--- config.mk ---
export PLATFORM = sky130hd
export DESIGN_NAME = iic_ctrl
export DESIGN_NICKNAME = d
export VERILOG_FILES = /design/src/iic_pkg.sv /design/src/iic_cause_if.sv /design/src/iic_cause_sel.sv /design/src/iic_ctrl.sv
export VERILOG_INCLUDE_DIRS = /design/src /design/src/src
export SDC_FILE = /design/constraint.sdc
export NUM_CORES = 1
export LEC_CHECK = 0
export ABC_AREA = 1
export BUFFER_PORTS_ARGS = -buffer_cell sky130_fd_sc_hd__clkbuf_2
export CAP_MARGIN = 20
export CORE_MARGIN = 2
export CORE_UTILIZATION = 40
export CTS_CLUSTER_DIAMETER = 100
export DETAILED_ROUTE_END_ITERATION = 8
export GPL_ROUTABILITY_DRIVEN = 0
export PLACE_DENSITY_LB_ADDON = 0.3
export SLEW_MARGIN = 0
export SYNTH_ARGS = -nofsm -noshare
export SYNTH_HDL_FRONTEND = slang
export SYNTH_HIERARCHICAL = 1
export SYNTH_SLANG_ARGS = --single-unit
--- constraint.sdc ---
create_clock -name CORE_CLK_I -period 3.35 [get_ports CORE_CLK_I]
set_input_delay 0.67 -clock CORE_CLK_I [delete_from_list [all_inputs] [get_ports CORE_CLK_I]]
set_output_delay 0.67 -clock CORE_CLK_I [all_outputs]
set_load 0.01 [all_outputs]
--- src/iic_defs.svh ---
`ifndef IIC_DEFS_SVH
`define IIC_DEFS_SVH

// apb register byte offsets
`define IIC_OFF_LEVEL_REQ    8'h00
`define IIC_OFF_LEVEL_EN     8'h04
`define IIC_OFF_CUR_LEVEL    8'h08
`define IIC_OFF_SRC_MASK     8'h0C
`define IIC_OFF_CAUSE        8'h10
`define IIC_OFF_FAULT_STAT   8'h14
`define IIC_OFF_FAULT_ADDR   8'h18
`define IIC_OFF_CTRL         8'h1C
`define IIC_OFF_ERR_IND      8'h20

// control register fields
`define IIC_CTRL_PAGING_BIT  0
`define IIC_CTRL_INTSYS_BIT  1
`define IIC_CTRL_CLOCK_BIT   2
`define IIC_CTRL_FAULTLK_BIT 3

// internal cause codes (octal in the cpu's own notation)
`define IIC_CODE_NONE        4'h0
`define IIC_CODE_MON_CALL    4'h1
`define IIC_CODE_PROTECT     4'h2
`define IIC_CODE_PAGE_FAULT  4'h3
`define IIC_CODE_ILLEGAL     4'h4
`define IIC_CODE_ERR_IND     4'h5
`define IIC_CODE_PRIV        4'h6
`define IIC_CODE_IO_TIMEOUT  4'h7
`define IIC_CODE_PARITY      4'h8
`define IIC_CODE_OUT_RANGE   4'h9
`define IIC_CODE_SUPPLY      4'hA

// error indicator position in the status word
`define IIC_STS_ERR_BIT      3
// level forced by any internal interrupt
`define IIC_INTERNAL_LEVEL   4'hE
// rings below this count as user rings for privilege checks
`define IIC_PRIV_RING        2'h2

// reset values
`define IIC_RST_WORD16       16'h0000
`define IIC_RST_LEVEL        4'h0

// timing
`define IIC_CLK_PERIOD_NS    50
`define IIC_IO_TIMEOUT_NS    6000
`define IIC_IO_TIMEOUT_CYC   (`IIC_IO_TIMEOUT_NS / `IIC_CLK_PERIOD_NS)

`endif

--- src/iic_pkg.sv ---
package iic_pkg;
	typedef logic [3:0]  iic_code_t;
	typedef logic [3:0]  iic_level_t;
	typedef logic [15:0] iic_word_t;
endpackage

--- src/iic_cause_if.sv ---
`timescale 1ns/1ns
interface iic_cause_if;
	iic_pkg::iic_word_t src;
	logic               valid;
	iic_pkg::iic_code_t code;

	modport sel  (input src, output valid, output code);
	modport user (output src, input valid, input code);
endinterface

--- src/iic_cause_sel.sv ---
`timescale 1ns/1ns
`include "iic_defs.svh"
module iic_cause_sel (
	iic_cause_if.sel cif // pending cause vector in, chosen code out
);
	// only one source is expected at a time; supply loss outranks any coincidence
	always_comb begin
		cif.valid = |cif.src;
		cif.code  = `IIC_CODE_NONE;
		if (cif.src[`IIC_CODE_SUPPLY]) begin
			cif.code = `IIC_CODE_SUPPLY;
		end else begin
			for (int i = 15; i >= 1; i--) begin
				if (cif.src[i]) begin
					cif.code = 4'(i);
				end
			end
		end
	end
endmodule

--- src/iic_ctrl.sv ---
// Contract
// - cause 5 while error indicator set
// - error interrupt recurs until level 14 clears
// - cause 6 on privileged instruction in rings 0-1
// - cause 7 when i/o answer misses 6 us
// - cause 10: parity, capture fault address/status
// - cause 11: out of range, capture fault info
// - cause 12 supply loss wins coincidences
// - source mask gates every internal interrupt
// - protect, page fault, privileged need paging on
// - abort class mid-instruction, others at completion
// - fetch-cycle faults keep program counter unchanged
// - power-up clears request, enable, level registers
// - error indicator is status bit 3 per level; the code keeps one err_ind_r bit per level instead
// - cause/fault registers locked; reads unlock them
// - level enable mask gates level activation
// - interrupt-on resumes highest pending enabled level
// - interrupt-on privileged, lights panel indicator
// - internal interrupt forces level 14, locks cause
// - interrupt-off freezes level, darkens panel, privileged
`timescale 1ns/1ns
`include "iic_defs.svh"
module iic_ctrl #(
	parameter int IO_TIMEOUT_CYC = `IIC_IO_TIMEOUT_CYC
) (
	input  wire logic        CORE_CLK_I,          // cpu clock, 20 MHz
	input  wire logic        RESET_N_I,           // async power-up reset
	input  wire logic        PSEL_I,              // apb select
	input  wire logic        PENABLE_I,           // apb enable
	input  wire logic        PWRITE_I,            // apb write
	input  wire logic [7:0]  PADDR_I,             // apb byte address
	input  wire logic [31:0] PWDATA_I,            // apb write data
	output logic      [31:0] PRDATA_O,            // apb read data
	output logic             PREADY_O,            // apb ready
	output logic             PSLVERR_O,           // apb error, unmapped
	input  wire logic        INSTR_DONE_I,        // machine instruction completes
	input  wire logic        FETCH_CYCLE_I,       // next_instr_read or fetch cycle
	input  wire logic [1:0]  RING_I,              // ring of running code
	input  wire logic        PRIV_INSTR_I,        // other privileged instruction
	input  wire logic        ION_INSTR_I,         // interrupt-on instruction
	input  wire logic        IOF_INSTR_I,         // intsys_off instruction
	input  wire logic        MONITOR_CALL_I,      // monitor_call executed
	input  wire logic        PROTECT_VIOLATION_I, // protect_violation detected
	input  wire logic        PAGE_FAULT_I,        // page_fault detected
	input  wire logic        ILLEGAL_INSTR_I,     // illegal_instruction detected
	input  wire logic        FLOAT_DIVIDE_ZERO_I, // float_divide by zero
	input  wire logic        EXECUTE_REG_NEST_I,  // execute_reg of execute_reg
	input  wire logic        NORMALIZE_OP_OVF_I,  // normalize_op overflow
	input  wire logic        REG_DIVIDE_OVF_I,    // reg_divide overflow
	input  wire logic        IO_TRANSFER_START_I, // identify or io_transfer starts
	input  wire logic        IO_CONNECT_I,        // device response pin
	input  wire logic        PARITY_ERROR_I,      // memory parity_error
	input  wire logic        OUT_OF_RANGE_I,      // out_of_range access
	input  wire logic [17:0] FAULT_ADDR_I,        // address of failing access
	input  wire logic [13:0] FAULT_INFO_I,        // error details of failing access
	input  wire logic        SUPPLY_LOSS_I,       // power sense pin
	output logic             ABORT_O,             // abort microprogram now
	output logic             PC_HOLD_O,           // do not advance program counter
	output logic             LEVEL_CHANGE_O,      // level switch this cycle
	output logic      [3:0]  ACTIVE_LEVEL_O,      // current_level, register set
	output logic             PANEL_INT_O          // panel interrupt indicator
);
	////////////////////////////////////////////////////////////////////////////////
	// helpers

	function automatic logic [4:0] top_level(input logic [15:0] v);
		logic [4:0] r;
		r = 5'h00;
		for (int i = 0; i < 16; i++) begin
			if (v[i]) begin
				r = {1'b1, 4'(i)};
			end
		end
		return r;
	endfunction

	function automatic logic [15:0] onehot(input logic [3:0] n);
		return 16'h0001 << n;
	endfunction

	////////////////////////////////////////////////////////////////////////////////
	// pin synchronisers

	logic conn_s1_r, conn_s2_r, supply_s1_r, supply_s2_r;

	always_ff @(posedge CORE_CLK_I or negedge RESET_N_I) begin
		if (!RESET_N_I) begin
			conn_s1_r   <= 1'b0;
			conn_s2_r   <= 1'b0;
			supply_s1_r <= 1'b0;
			supply_s2_r <= 1'b0;
		end else begin
			conn_s1_r   <= IO_CONNECT_I;
			conn_s2_r   <= conn_s1_r;
			supply_s1_r <= SUPPLY_LOSS_I;
			supply_s2_r <= supply_s1_r;
		end
	end

	////////////////////////////////////////////////////////////////////////////////
	// apb slave decode

	logic [31:0] prdata_r, prdata_nxt;
	logic        pready_r, pready_nxt, pslverr_r, pslverr_nxt;
	logic        acc, wr, rd, hit;
	iic_pkg::iic_word_t level_req_r, level_req_nxt, level_en_r, level_en_nxt;
	iic_pkg::iic_word_t src_mask_r, src_mask_nxt, err_ind_r, err_ind_nxt;
	iic_pkg::iic_word_t fault_addr_r, fault_addr_nxt, fault_stat_r, fault_stat_nxt;
	iic_pkg::iic_word_t pending_r, pending_nxt;
	iic_pkg::iic_level_t level_r, level_nxt;
	iic_pkg::iic_code_t  cause_r, cause_nxt;
	logic paging_r, paging_nxt, intsys_r, intsys_nxt;
	logic cause_lk_r, cause_lk_nxt, fault_lk_r, fault_lk_nxt;
	logic pc_hold_pend_r, pc_hold_pend_nxt;
	logic abort_r, abort_nxt, pc_hold_r, pc_hold_nxt, lvl_chg_r, lvl_chg_nxt;
	logic [7:0] io_cnt_r, io_cnt_nxt;
	logic io_wait_r, io_wait_nxt;

	assign acc = PSEL_I && PENABLE_I && pready_r;
	assign wr  = acc && PWRITE_I;
	assign rd  = acc && !PWRITE_I;

	always_comb begin
		hit = 1'b1;
		case (PADDR_I)
			`IIC_OFF_LEVEL_REQ:  prdata_nxt = {16'h0000, level_req_r};
			`IIC_OFF_LEVEL_EN:   prdata_nxt = {16'h0000, level_en_r};
			`IIC_OFF_CUR_LEVEL:  prdata_nxt = {28'h000_0000, level_r};
			`IIC_OFF_SRC_MASK:   prdata_nxt = {16'h0000, src_mask_r};
			`IIC_OFF_CAUSE:      prdata_nxt = {28'h000_0000, cause_r};
			`IIC_OFF_FAULT_STAT: prdata_nxt = {16'h0000, fault_stat_r};
			`IIC_OFF_FAULT_ADDR: prdata_nxt = {16'h0000, fault_addr_r};
			`IIC_OFF_CTRL:       prdata_nxt = {28'h000_0000, fault_lk_r, cause_lk_r,
			                                   intsys_r, paging_r};
			`IIC_OFF_ERR_IND:    prdata_nxt = {16'h0000, err_ind_r};
			default: begin
				prdata_nxt = 32'h0000_0000;
				hit        = 1'b0;
			end
		endcase
		// zero-wait answer: data is staged in setup, ready rises for the access phase
		pready_nxt  = PSEL_I && !PENABLE_I;
		pslverr_nxt = PSEL_I && !PENABLE_I && !hit;
		if (!(PSEL_I && !PENABLE_I)) begin
			prdata_nxt = 32'h0000_0000;
		end
	end

	always_ff @(posedge CORE_CLK_I or negedge RESET_N_I) begin
		if (!RESET_N_I) begin
			prdata_r  <= 32'h0000_0000;
			pready_r  <= 1'b0;
			pslverr_r <= 1'b0;
		end else begin
			prdata_r  <= prdata_nxt;
			pready_r  <= pready_nxt;
			pslverr_r <= pslverr_nxt;
		end
	end

	////////////////////////////////////////////////////////////////////////////////
	// internal sources and cause selection

	iic_cause_if cif ();
	iic_cause_sel u_sel (.cif(cif.sel));

	logic       user_ring, priv_viol, io_timeout, z_live, z_cond;
	logic [15:0] new_ev, gate, avail, abort_cls;
	logic       deliver, fetch_fault;

	assign user_ring = RING_I < `IIC_PRIV_RING;
	// interrupt on/off are privileged too; a violation suppresses their effect
	assign priv_viol = (PRIV_INSTR_I || ION_INSTR_I || IOF_INSTR_I) && user_ring;
	assign io_timeout = io_wait_r && (io_cnt_r == 8'(IO_TIMEOUT_CYC - 1)) && !conn_s2_r;
	assign z_live = err_ind_r[level_r];
	// level-sensitive: it comes back whenever a level other than 14 runs with its bit still set
	assign z_cond = z_live && (level_r != `IIC_INTERNAL_LEVEL);
	assign fetch_fault = FETCH_CYCLE_I && (OUT_OF_RANGE_I || PAGE_FAULT_I
	                     || PROTECT_VIOLATION_I);

	always_comb begin
		new_ev = 16'h0000;
		new_ev[`IIC_CODE_MON_CALL]   = MONITOR_CALL_I;
		new_ev[`IIC_CODE_PROTECT]    = PROTECT_VIOLATION_I;
		new_ev[`IIC_CODE_PAGE_FAULT] = PAGE_FAULT_I;
		new_ev[`IIC_CODE_ILLEGAL]    = ILLEGAL_INSTR_I;
		new_ev[`IIC_CODE_PRIV]       = priv_viol;
		new_ev[`IIC_CODE_IO_TIMEOUT] = io_timeout;
		new_ev[`IIC_CODE_PARITY]     = PARITY_ERROR_I;
		new_ev[`IIC_CODE_OUT_RANGE]  = OUT_OF_RANGE_I;
		new_ev[`IIC_CODE_SUPPLY]     = supply_s2_r;
		gate = src_mask_r;
		if (!paging_r) begin
			gate[`IIC_CODE_PROTECT]    = 1'b0;
			gate[`IIC_CODE_PAGE_FAULT] = 1'b0;
			gate[`IIC_CODE_PRIV]       = 1'b0;
		end
		abort_cls = onehot(`IIC_CODE_PROTECT) | onehot(`IIC_CODE_PAGE_FAULT)
		          | onehot(`IIC_CODE_ILLEGAL) | onehot(`IIC_CODE_PRIV)
		          | onehot(`IIC_CODE_IO_TIMEOUT) | onehot(`IIC_CODE_OUT_RANGE);
		avail = pending_r;
		avail[`IIC_CODE_ERR_IND] = z_cond && gate[`IIC_CODE_ERR_IND];
		// completion-class sources wait for the instruction boundary
		if (!INSTR_DONE_I) begin
			avail = avail & abort_cls;
		end
	end

	assign cif.src = avail;
	// the locked cause register holds further causes back instead of dropping them
	assign deliver = intsys_r && !cause_lk_r && cif.valid;

	////////////////////////////////////////////////////////////////////////////////
	// io response watchdog

	always_comb begin
		io_wait_nxt = io_wait_r;
		io_cnt_nxt  = io_cnt_r;
		if (IO_TRANSFER_START_I) begin
			io_wait_nxt = 1'b1;
			io_cnt_nxt  = 8'h00;
		end else if (io_wait_r) begin
			if (conn_s2_r || io_timeout) begin
				io_wait_nxt = 1'b0;
			end else begin
				io_cnt_nxt = io_cnt_r + 8'h01;
			end
		end
	end

	always_ff @(posedge CORE_CLK_I or negedge RESET_N_I) begin
		if (!RESET_N_I) begin
			io_wait_r <= 1'b0;
			io_cnt_r  <= 8'h00;
		end else begin
			io_wait_r <= io_wait_nxt;
			io_cnt_r  <= io_cnt_nxt;
		end
	end

	////////////////////////////////////////////////////////////////////////////////
	// interrupt system state and registers

	logic [4:0] top;

	always_comb begin
		level_req_nxt    = level_req_r;
		level_en_nxt     = level_en_r;
		src_mask_nxt     = src_mask_r;
		err_ind_nxt      = err_ind_r;
		fault_addr_nxt   = fault_addr_r;
		fault_stat_nxt   = fault_stat_r;
		pending_nxt      = pending_r;
		level_nxt        = level_r;
		cause_nxt        = cause_r;
		paging_nxt       = paging_r;
		intsys_nxt       = intsys_r;
		cause_lk_nxt     = cause_lk_r;
		fault_lk_nxt     = fault_lk_r;
		pc_hold_pend_nxt = pc_hold_pend_r;
		abort_nxt        = 1'b0;
		pc_hold_nxt      = 1'b0;
		lvl_chg_nxt      = 1'b0;

		// software writes and read side effects first, hardware sets override below
		if (wr) begin
			case (PADDR_I)
				`IIC_OFF_LEVEL_REQ: level_req_nxt = PWDATA_I[15:0];
				`IIC_OFF_LEVEL_EN:  level_en_nxt  = PWDATA_I[15:0];
				`IIC_OFF_SRC_MASK:  src_mask_nxt  = PWDATA_I[15:0];
				`IIC_OFF_ERR_IND:   err_ind_nxt   = PWDATA_I[15:0];
				`IIC_OFF_CTRL:      paging_nxt    = PWDATA_I[`IIC_CTRL_PAGING_BIT];
				default: ;
			endcase
		end
		if (rd && PADDR_I == `IIC_OFF_CAUSE) begin
			cause_lk_nxt = 1'b0;
		end
		if (rd && PADDR_I == `IIC_OFF_FAULT_ADDR) begin
			fault_lk_nxt = 1'b0;
		end

		// error indicator sources set the running level's bit in the error indicator register
		if (FLOAT_DIVIDE_ZERO_I || EXECUTE_REG_NEST_I || NORMALIZE_OP_OVF_I
		    || REG_DIVIDE_OVF_I) begin
			err_ind_nxt[level_r] = 1'b1;
		end

		// fault capture, held until the address register is read
		if ((PARITY_ERROR_I || OUT_OF_RANGE_I) && !fault_lk_r) begin
			fault_addr_nxt = FAULT_ADDR_I[15:0];
			fault_stat_nxt = {FAULT_INFO_I, FAULT_ADDR_I[17:16]};
			fault_lk_nxt   = 1'b1;
		end

		// new gated events are sticky; set wins over delivery of an older one
		if (deliver) begin
			pending_nxt[cif.code] = 1'b0;
			if (cif.code == `IIC_CODE_ERR_IND) begin
				pending_nxt[cif.code] = 1'b0;
			end
		end
		pending_nxt = pending_nxt | (new_ev & gate);
		pending_nxt[`IIC_CODE_ERR_IND] = 1'b0;
		if (fetch_fault) begin
			pc_hold_pend_nxt = 1'b1;
		end

		if (deliver) begin
			cause_nxt    = cif.code;
			cause_lk_nxt = 1'b1;
			level_req_nxt[`IIC_INTERNAL_LEVEL] = 1'b1;
			abort_nxt    = abort_cls[cif.code];
			pc_hold_nxt  = abort_cls[cif.code] && (pc_hold_pend_r || fetch_fault)
			               && (cif.code == `IIC_CODE_OUT_RANGE
			                   || cif.code == `IIC_CODE_PAGE_FAULT
			                   || cif.code == `IIC_CODE_PROTECT);
			pc_hold_pend_nxt = 1'b0;
		end

		if (ION_INSTR_I && !user_ring) begin
			intsys_nxt = 1'b1;
		end
		if (IOF_INSTR_I && !user_ring) begin
			intsys_nxt = 1'b0;
		end

		// level switching: at boundaries, on abort delivery, or as interrupt-on retires
		top = top_level(level_req_nxt & level_en_nxt);
		if (intsys_nxt && (INSTR_DONE_I || deliver || ION_INSTR_I)) begin
			if (top[4] && top[3:0] != level_r) begin
				level_nxt   = top[3:0];
				lvl_chg_nxt = 1'b1;
			end
		end
	end

	always_ff @(posedge CORE_CLK_I or negedge RESET_N_I) begin
		if (!RESET_N_I) begin
			level_req_r    <= `IIC_RST_WORD16;
			level_en_r     <= `IIC_RST_WORD16;
			level_r        <= `IIC_RST_LEVEL;
			src_mask_r     <= `IIC_RST_WORD16;
			err_ind_r      <= `IIC_RST_WORD16;
			fault_addr_r   <= `IIC_RST_WORD16;
			fault_stat_r   <= `IIC_RST_WORD16;
			pending_r      <= `IIC_RST_WORD16;
			cause_r        <= `IIC_CODE_NONE;
			paging_r       <= 1'b0;
			intsys_r       <= 1'b0;
			cause_lk_r     <= 1'b1;
			fault_lk_r     <= 1'b1;
			pc_hold_pend_r <= 1'b0;
			abort_r        <= 1'b0;
			pc_hold_r      <= 1'b0;
			lvl_chg_r      <= 1'b0;
		end else begin
			level_req_r    <= level_req_nxt;
			level_en_r     <= level_en_nxt;
			level_r        <= level_nxt;
			src_mask_r     <= src_mask_nxt;
			err_ind_r      <= err_ind_nxt;
			fault_addr_r   <= fault_addr_nxt;
			fault_stat_r   <= fault_stat_nxt;
			pending_r      <= pending_nxt;
			cause_r        <= cause_nxt;
			paging_r       <= paging_nxt;
			intsys_r       <= intsys_nxt;
			cause_lk_r     <= cause_lk_nxt;
			fault_lk_r     <= fault_lk_nxt;
			pc_hold_pend_r <= pc_hold_pend_nxt;
			abort_r        <= abort_nxt;
			pc_hold_r      <= pc_hold_nxt;
			lvl_chg_r      <= lvl_chg_nxt;
		end
	end

	////////////////////////////////////////////////////////////////////////////////
	// outputs, all from flops

	assign PRDATA_O       = prdata_r;
	assign PREADY_O       = pready_r;
	assign PSLVERR_O      = pslverr_r;
	assign ABORT_O        = abort_r;
	assign PC_HOLD_O      = pc_hold_r;
	assign LEVEL_CHANGE_O = lvl_chg_r;
	assign ACTIVE_LEVEL_O = level_r;
	assign PANEL_INT_O    = intsys_r;
endmodule

* Word-level counts from Yosys, hierarchy flattened
Memories as Yosys holds them, arrays and structs flattened.
Index checks and enable logic that the tools add are counted.
** Word-level totals
- Bits in registers :: 174
- Memories kept :: 1
- Memory bits (read-only) :: 16
- Output and inout bits :: 42
** Cells by class
- Equality and inequality tests :: 16
- $lt $le $gt $ge :: 5
- Bitwise operators :: 7
- Mux-type cells :: 72
- Add/subtract/negate cells :: 1
- Reductions and logical operators :: 57
** Memory list
- (no name shown) :: depth 16, bits a word 1, rd ports 1, clocked after memory_dff 0, write ports 0, RTL line iic_ctrl.sv:314 : pc_hold_nxt = abort_cls[cif.code] && (pc_hold_pend_r || fetch_fault)
** Operators with widths (number)
- 2-to-1 mux 16 bit :: 10
- case mux 16 bit (9 select lines) :: 1
- 2-to-1 mux 5 bit :: 16
- 2-to-1 mux 4 bit :: 15
- bitwise AND 16 bit :: 3
- equality test 8 x 5 -> 1 bit, second input constant :: 4
- 2-to-1 mux 32 bit :: 1
- OR 16 bit :: 2
- logical AND 1 bit :: 25
- 2-to-1 mux 8 bit :: 3
- 2-to-1 mux 1 bit :: 22
- bitwise AND 11 x 16 -> 16 bit :: 1
- equality test 8 x 4 -> 1 bit, second input constant :: 2
- NOT 16 bit :: 1
- OR reduction 16 bit :: 1
- logical OR 1 bit :: 14
- < comparator 4 x 5 -> 1 bit, second input constant :: 2
- OR reduction 9 bit :: 1
- adder 8 x 1 -> 8 bit, second input constant :: 1
- demux 1 bit (select 4 bit) :: 2
- equality test 4 x 2 -> 1 bit, second input constant :: 2
- equality test 8 x 3 -> 1 bit, second input constant :: 1
- equality test 8 x 6 -> 1 bit, second input constant :: 1
- equality test 8 x 7 -> 1 bit, second input constant :: 1
- 13 further kinds :: 26

* Depth between registers and ports, before layout
- Depth in word-level cells :: 30
- Mapped depth :: 28
- Mapped depth without buffers :: 28

* Hierarchy
The synthesis kept the hierarchy.
** Modules (own cells, without submodules)
- iic_ctrl :: sequential area each 3956.3 µm², cells an instance 864, instances 1, area an instance 7616.1 µm²
- iic_cause_sel :: sequential area each 0.0 µm², cells an instance 45, instances 1, area an instance 212.7 µm²

* Worst setup path after synthesis
Ideal clock, no wire load.
- Path kind :: reg-to-reg
- Start point :: register level_r[0], in the netlist ACTIVE_LEVEL_O[0]
- End point :: register level_r[1], in the netlist ACTIVE_LEVEL_O[1]
- Path slack :: 115 ps
- Arrival time :: 3169 ps
- Cell stages (with the launch flop) :: 29
- Setup time :: 66 ps
- Path through :: dfrtp_1 -> inv_1 -> nor2_1 -> inv_1 -> o22ai_1 -> a221oi_1 -> o21ai_0 -> a221oi_1 -> nor3_1 -> nor4_2 -> nand2_1 -> nor2_1 -> nand4_1 -> nand3_1 -> inv_1 -> a21oi_4 -> o21ai_2 -> nand2_2 -> nand2_2 -> nor2_2 -> nand2_1 -> xor2_1 -> nor2_1 -> nand2_1 -> nor2_2 -> nand3_2 -> nand2_2 -> nand2_1 -> nand2_1
** On the way
- Cells in the longest elaborated chain, start to end :: 14
** Ends and longest elaborated chain
- start, declared :: RTL line iic_ctrl.sv:110 : iic_pkg::iic_level_t level_r, level_nxt;
- start signal, assigned :: RTL line iic_ctrl.sv:342 : level_r <= `IIC_RST_LEVEL;
- start signal, assigned :: RTL line iic_ctrl.sv:360 : level_r <= level_nxt;
- binary-select mux 1 bit (select 4 bit) :: RTL line iic_ctrl.sv:175 : assign z_live = err_ind_r[level_r];
- 2-to-1 mux 1 bit (not written as such) :: RTL line iic_ctrl.sv:175
- logical AND 1 bit * :: RTL line iic_ctrl.sv:177 : assign z_cond = z_live && (level_r != `IIC_INTERNAL_LEVEL);
- logical AND 1 bit * :: RTL line iic_ctrl.sv:202 : avail[`IIC_CODE_ERR_IND] = z_cond && gate[`IIC_CODE_ERR_IND];
- 2-to-1 mux 16 bit * :: RTL line iic_ctrl.sv:204 : if (!INSTR_DONE_I) begin
- via avail[5] :: RTL line iic_ctrl.sv:168 : logic [15:0] new_ev, gate, avail, abort_cls;
- OR reduction 16 bit * :: RTL line iic_cause_sel.sv:8 : cif.valid = |cif.src;
- via cif.valid :: RTL line iic_cause_if.sv:4 : logic valid;
- logical AND 1 bit * :: RTL line iic_ctrl.sv:211 : assign deliver = intsys_r && !cause_lk_r && cif.valid;
- 2-to-1 mux 1 bit * :: RTL line iic_ctrl.sv:309 : if (deliver) begin
- via level_req_nxt[14] :: RTL line iic_ctrl.sv:106 : iic_pkg::iic_word_t level_req_r, level_req_nxt, level_en_r, level_en_nxt;
- bitwise AND 16 bit * :: RTL line iic_ctrl.sv:329 : top = top_level(level_req_nxt & level_en_nxt);
- 2-to-1 mux 5 bit * (2 in series) :: RTL line iic_ctrl.sv:70 : if (v[i]) begin
- inequality test 4 bit :: RTL line iic_ctrl.sv:331 : if (top[4] && top[3:0] != level_r) begin
- logical AND 1 bit :: RTL line iic_ctrl.sv:331
- AND reduction 2 bit (no line)
Mark *: on every way through the listed nets, which the timed path passes. The rest lies on a longest branch. The select of a mux whose other input is x is not followed.
A chain may end at the register's enable or synchronous reset.

* Worst setup path after layout
- Start point :: register level_r[1], in the netlist ACTIVE_LEVEL_O[1]
- End point :: register level_r[2], in the netlist ACTIVE_LEVEL_O[2]
Same word-level chain as after synthesis.

==> results.sh <==
export IMPL_worstSetupEndpointType="register"
export IMPL_r2r_end="ACTIVE_LEVEL_O[2]"
export IMPL_rsz0062_at_grt="yes"
export IMPL_avgViaCountPerCell=5.057
export IMPL_cts_hold_buf=0
export IMPL_synth_cell_type_count=50
export IMPL_grt_total_usage=0.2275
export IMPL_crit_top_cell="nand2_1"
export IMPL_fin_nets=1161
export IMPL_drv_cap=0
export IMPL_antenna_found_initial=0
export IMPL_pre_cts_ws_ns=-0.2860
export IMPL_drc=0
export IMPL_fin_crit_sh=1.024
export IMPL_drt_wl_total_um=22490
export IMPL_tightest_slew_ns=0.6804
export IMPL_finalSetupViolations=5
export IMPL_dr_total_vias=6782
export IMPL_ios=139
export IMPL_grt_max_degree=58
export IMPL_die_w_um=143.9
export IMPL_crit_start="ACTIVE_LEVEL_O[1]"
export IMPL_placed_area_um2=8914
export IMPL_grt_pass1_wl_um=35690
export IMPL_std_cell_rows=51
export IMPL_clk_pin_slew_ns=0.07
export IMPL_fmax_mhz=291.6
export IMPL_tritoncts="built"
export IMPL_cpPeakStageDelay_ns=0.47
export IMPL_report_final_slew_viol_count=0
export IMPL_fin_skew_ns=0.008108
export IMPL_min_period_ns=3.429
export IMPL_syn_area_um2=7829
export IMPL_ys_seq_elements=158
export IMPL_cts_sinks=158
export IMPL_die_height_um=143.9
export IMPL_p_leak_nw=4.843
export IMPL_hold_slack_ns=0.1884
export IMPL_worst_endpoint_required_ns=3.72
export IMPL_synth_top_area_frac=0.4986
export IMPL_yosysMostFrequentCell="nand2_1"
export IMPL_violations="setup timing"
export IMPL_antenna_cells=0
export IMPL_max_slew_margin=0.5459
export IMPL_root_buffer="clkbuf_16"
export IMPL_grt_ovfl_total=0
export IMPL_wl_per_cell_um=16.77
export IMPL_first_global_vias=6794
export IMPL_h_tree_depth=4
export IMPL_finalHoldViolations=0
export IMPL_postSynthAreaPerCell_um2=8.612
export IMPL_hp_class="input port to asynchronous set/reset pin"
export IMPL_ys_warnings_count=6
export IMPL_synth_commonest_cells="220 x nand2_1, 156 x dfrtp_1, 128 x inv_1"
export IMPL_drive_gt1_frac=0.2714
export IMPL_synth_top_cells_by_area="dfrtp_1 50%, nand2_1 11%, inv_1 6.1%"
export IMPL_peakVddDrop_v=0.0003624
export IMPL_final_antenna_net_count=0
export IMPL_async_flop_share=1.000
export IMPL_coreArea_um2=19330
export IMPL_design_area_um2=9682
export IMPL_dp_hpwl_um=16840
export IMPL_critical_path_arrival_ns=3.80
export IMPL_clk_latency_ns=0.43
export IMPL_reg2regPathDepth=26
export IMPL_seq_area_frac_synth=0.5054
export IMPL_synth_edff_count=0
export IMPL_clockBufferDepth=2
export IMPL_final_cells=1341
export IMPL_first_iter_violations=418
export IMPL_drt_pre_antenna_iters=5
export IMPL_r2r_start="ACTIVE_LEVEL_O[1]"
export IMPL_ys_flop_type="dfrtp_1"
export IMPL_startpoint_type="register"
export IMPL_critPathMaxFanout=6
export IMPL_crit_path_top_delay_cell="dfrtp_2"
export IMPL_io_buffers=105
export IMPL_dieArea_um2=20710
export IMPL_syn_inst=909
export IMPL_initial_core_util=0.4049
export IMPL_syn_to_final_growth_pct=23.67
export IMPL_r2r_setup_slack_ns=-0.08
export IMPL_status="complete, but fails checks"
export IMPL_place_inst=1302
export IMPL_fin_util=0.5007
export IMPL_synth_top_cell_by_area="dfrtp_1"
export IMPL_cts_buffers=17
export IMPL_setup_slack_ns=-0.07887
export IMPL_timing_worst_setup_path_type="register to register"
export IMPL_powerDensity_nw_per_um2=508.5
[worst max path at each step]
stage / to / slack (ns)
final: ACTIVE_LEVEL_O[2] / -0.08
after floorplan: ACTIVE_LEVEL_O[1] / 0.11
after detailed placement: ACTIVE_LEVEL_O[2] / -0.29
after CTS: ACTIVE_LEVEL_O[2] / -0.08
after global placement: ACTIVE_LEVEL_O[2] / -0.07
after global routing: ACTIVE_LEVEL_O[2] / -0.34
[per-layer routing]
layer | part of all wire | global-route usage
met1 | 0.41 | 0.2857
met2 | 0.50 | 0.3850
met3 | 0.054 | 0.04099
met4 | 0.035 | 0.09856
met5 | 0 | 0
[per-stage QoR]
step / TNS (ns) / total power, W
after CTS: -0.2763 / 0.004938
after floorplan: 0 / 0.002631
after detailed placement: -1.263 / 0.002932
final: -0.2872 / 0.004923
after global placement: -0.2668 / 0.002913
after global routing: -1.516 / 0.005138
[worst max-delay path: cells and delay by family (launching register included)]
family	cells	cell delay (ns)
xor+xnor	1	0.14
buf+inv	2	0.16
compound gates	5	0.84
simple gates	18	1.75
flops	1	0.47
[area by class of cell]
class / instances / area, um^2
Clock buffer: 17 / 425.4
Clock inverter: 15 / 183.9
Fill cell: 1824 / 9653
Inverter: 130 / 493.0
Multi-Input combinational cell: 594 / 3288
Sequential cell: 158 / 3959
Tap cell: 265 / 331.6
Timing Repair Buffer: 162 / 1001
[cell usage in the layout (no fill, tap or decap), types with 13 or more instances in the layout]
| cell type | instances |
|---|---|
| nor2_1 | 59 |
| clkbuf_16 | 17 |
| o21ai_2 | 20 |
| nand2_1 | 217 |
| nand2_2 | 14 |
| inv_1 | 122 |
| a21oi_1 | 29 |
| dfrtp_1 | 154 |
| buf_4 | 53 |
| clkbuf_2 | 104 |
| o211ai_1 | 13 |
| o21ai_0 | 44 |
| nand3_1 | 40 |
| conb_1 | 16 |
| mux2_2 | 20 |
[cell families after synthesis]
group           share of synthesized area
buf+inv                           0.09541
simple gates                       0.2087
xor+xnor                         0.002238
fa+ha+maj                        0.001598
compound gates                     0.1574
flops                              0.5054
mux                               0.02877
other cells                     0.0004790
[state kept, by name, indices dropped and copies added (netlist names), 4 cells and up]
register	flops
fault_stat_r	16
PRDATA_O	16
err_ind_r	16
ACTIVE_LEVEL_O	4
io_cnt_r	8
cause_r	4
src_mask_r	16
fault_addr_r	16
pending_r	15
level_en_r	16
level_req_r	16
[power breakdown]
| group | switching (W) | internal [W] |
|---|---|---|
| combinational | 0.000436 | 0.000301 |
| sequential | 0.000101 | 0.00209 |
| clock | 0.000866 | 0.00112 |
[repair_timing]
action / in CTS / in global routing
buffers inserted: 6 / 1
setup endpoints to repair: 5 / 5
gates resized for setup: 21 / 12
pin swaps: 8 / 12
Note: power is estimated with default switching activity, not from simulation.
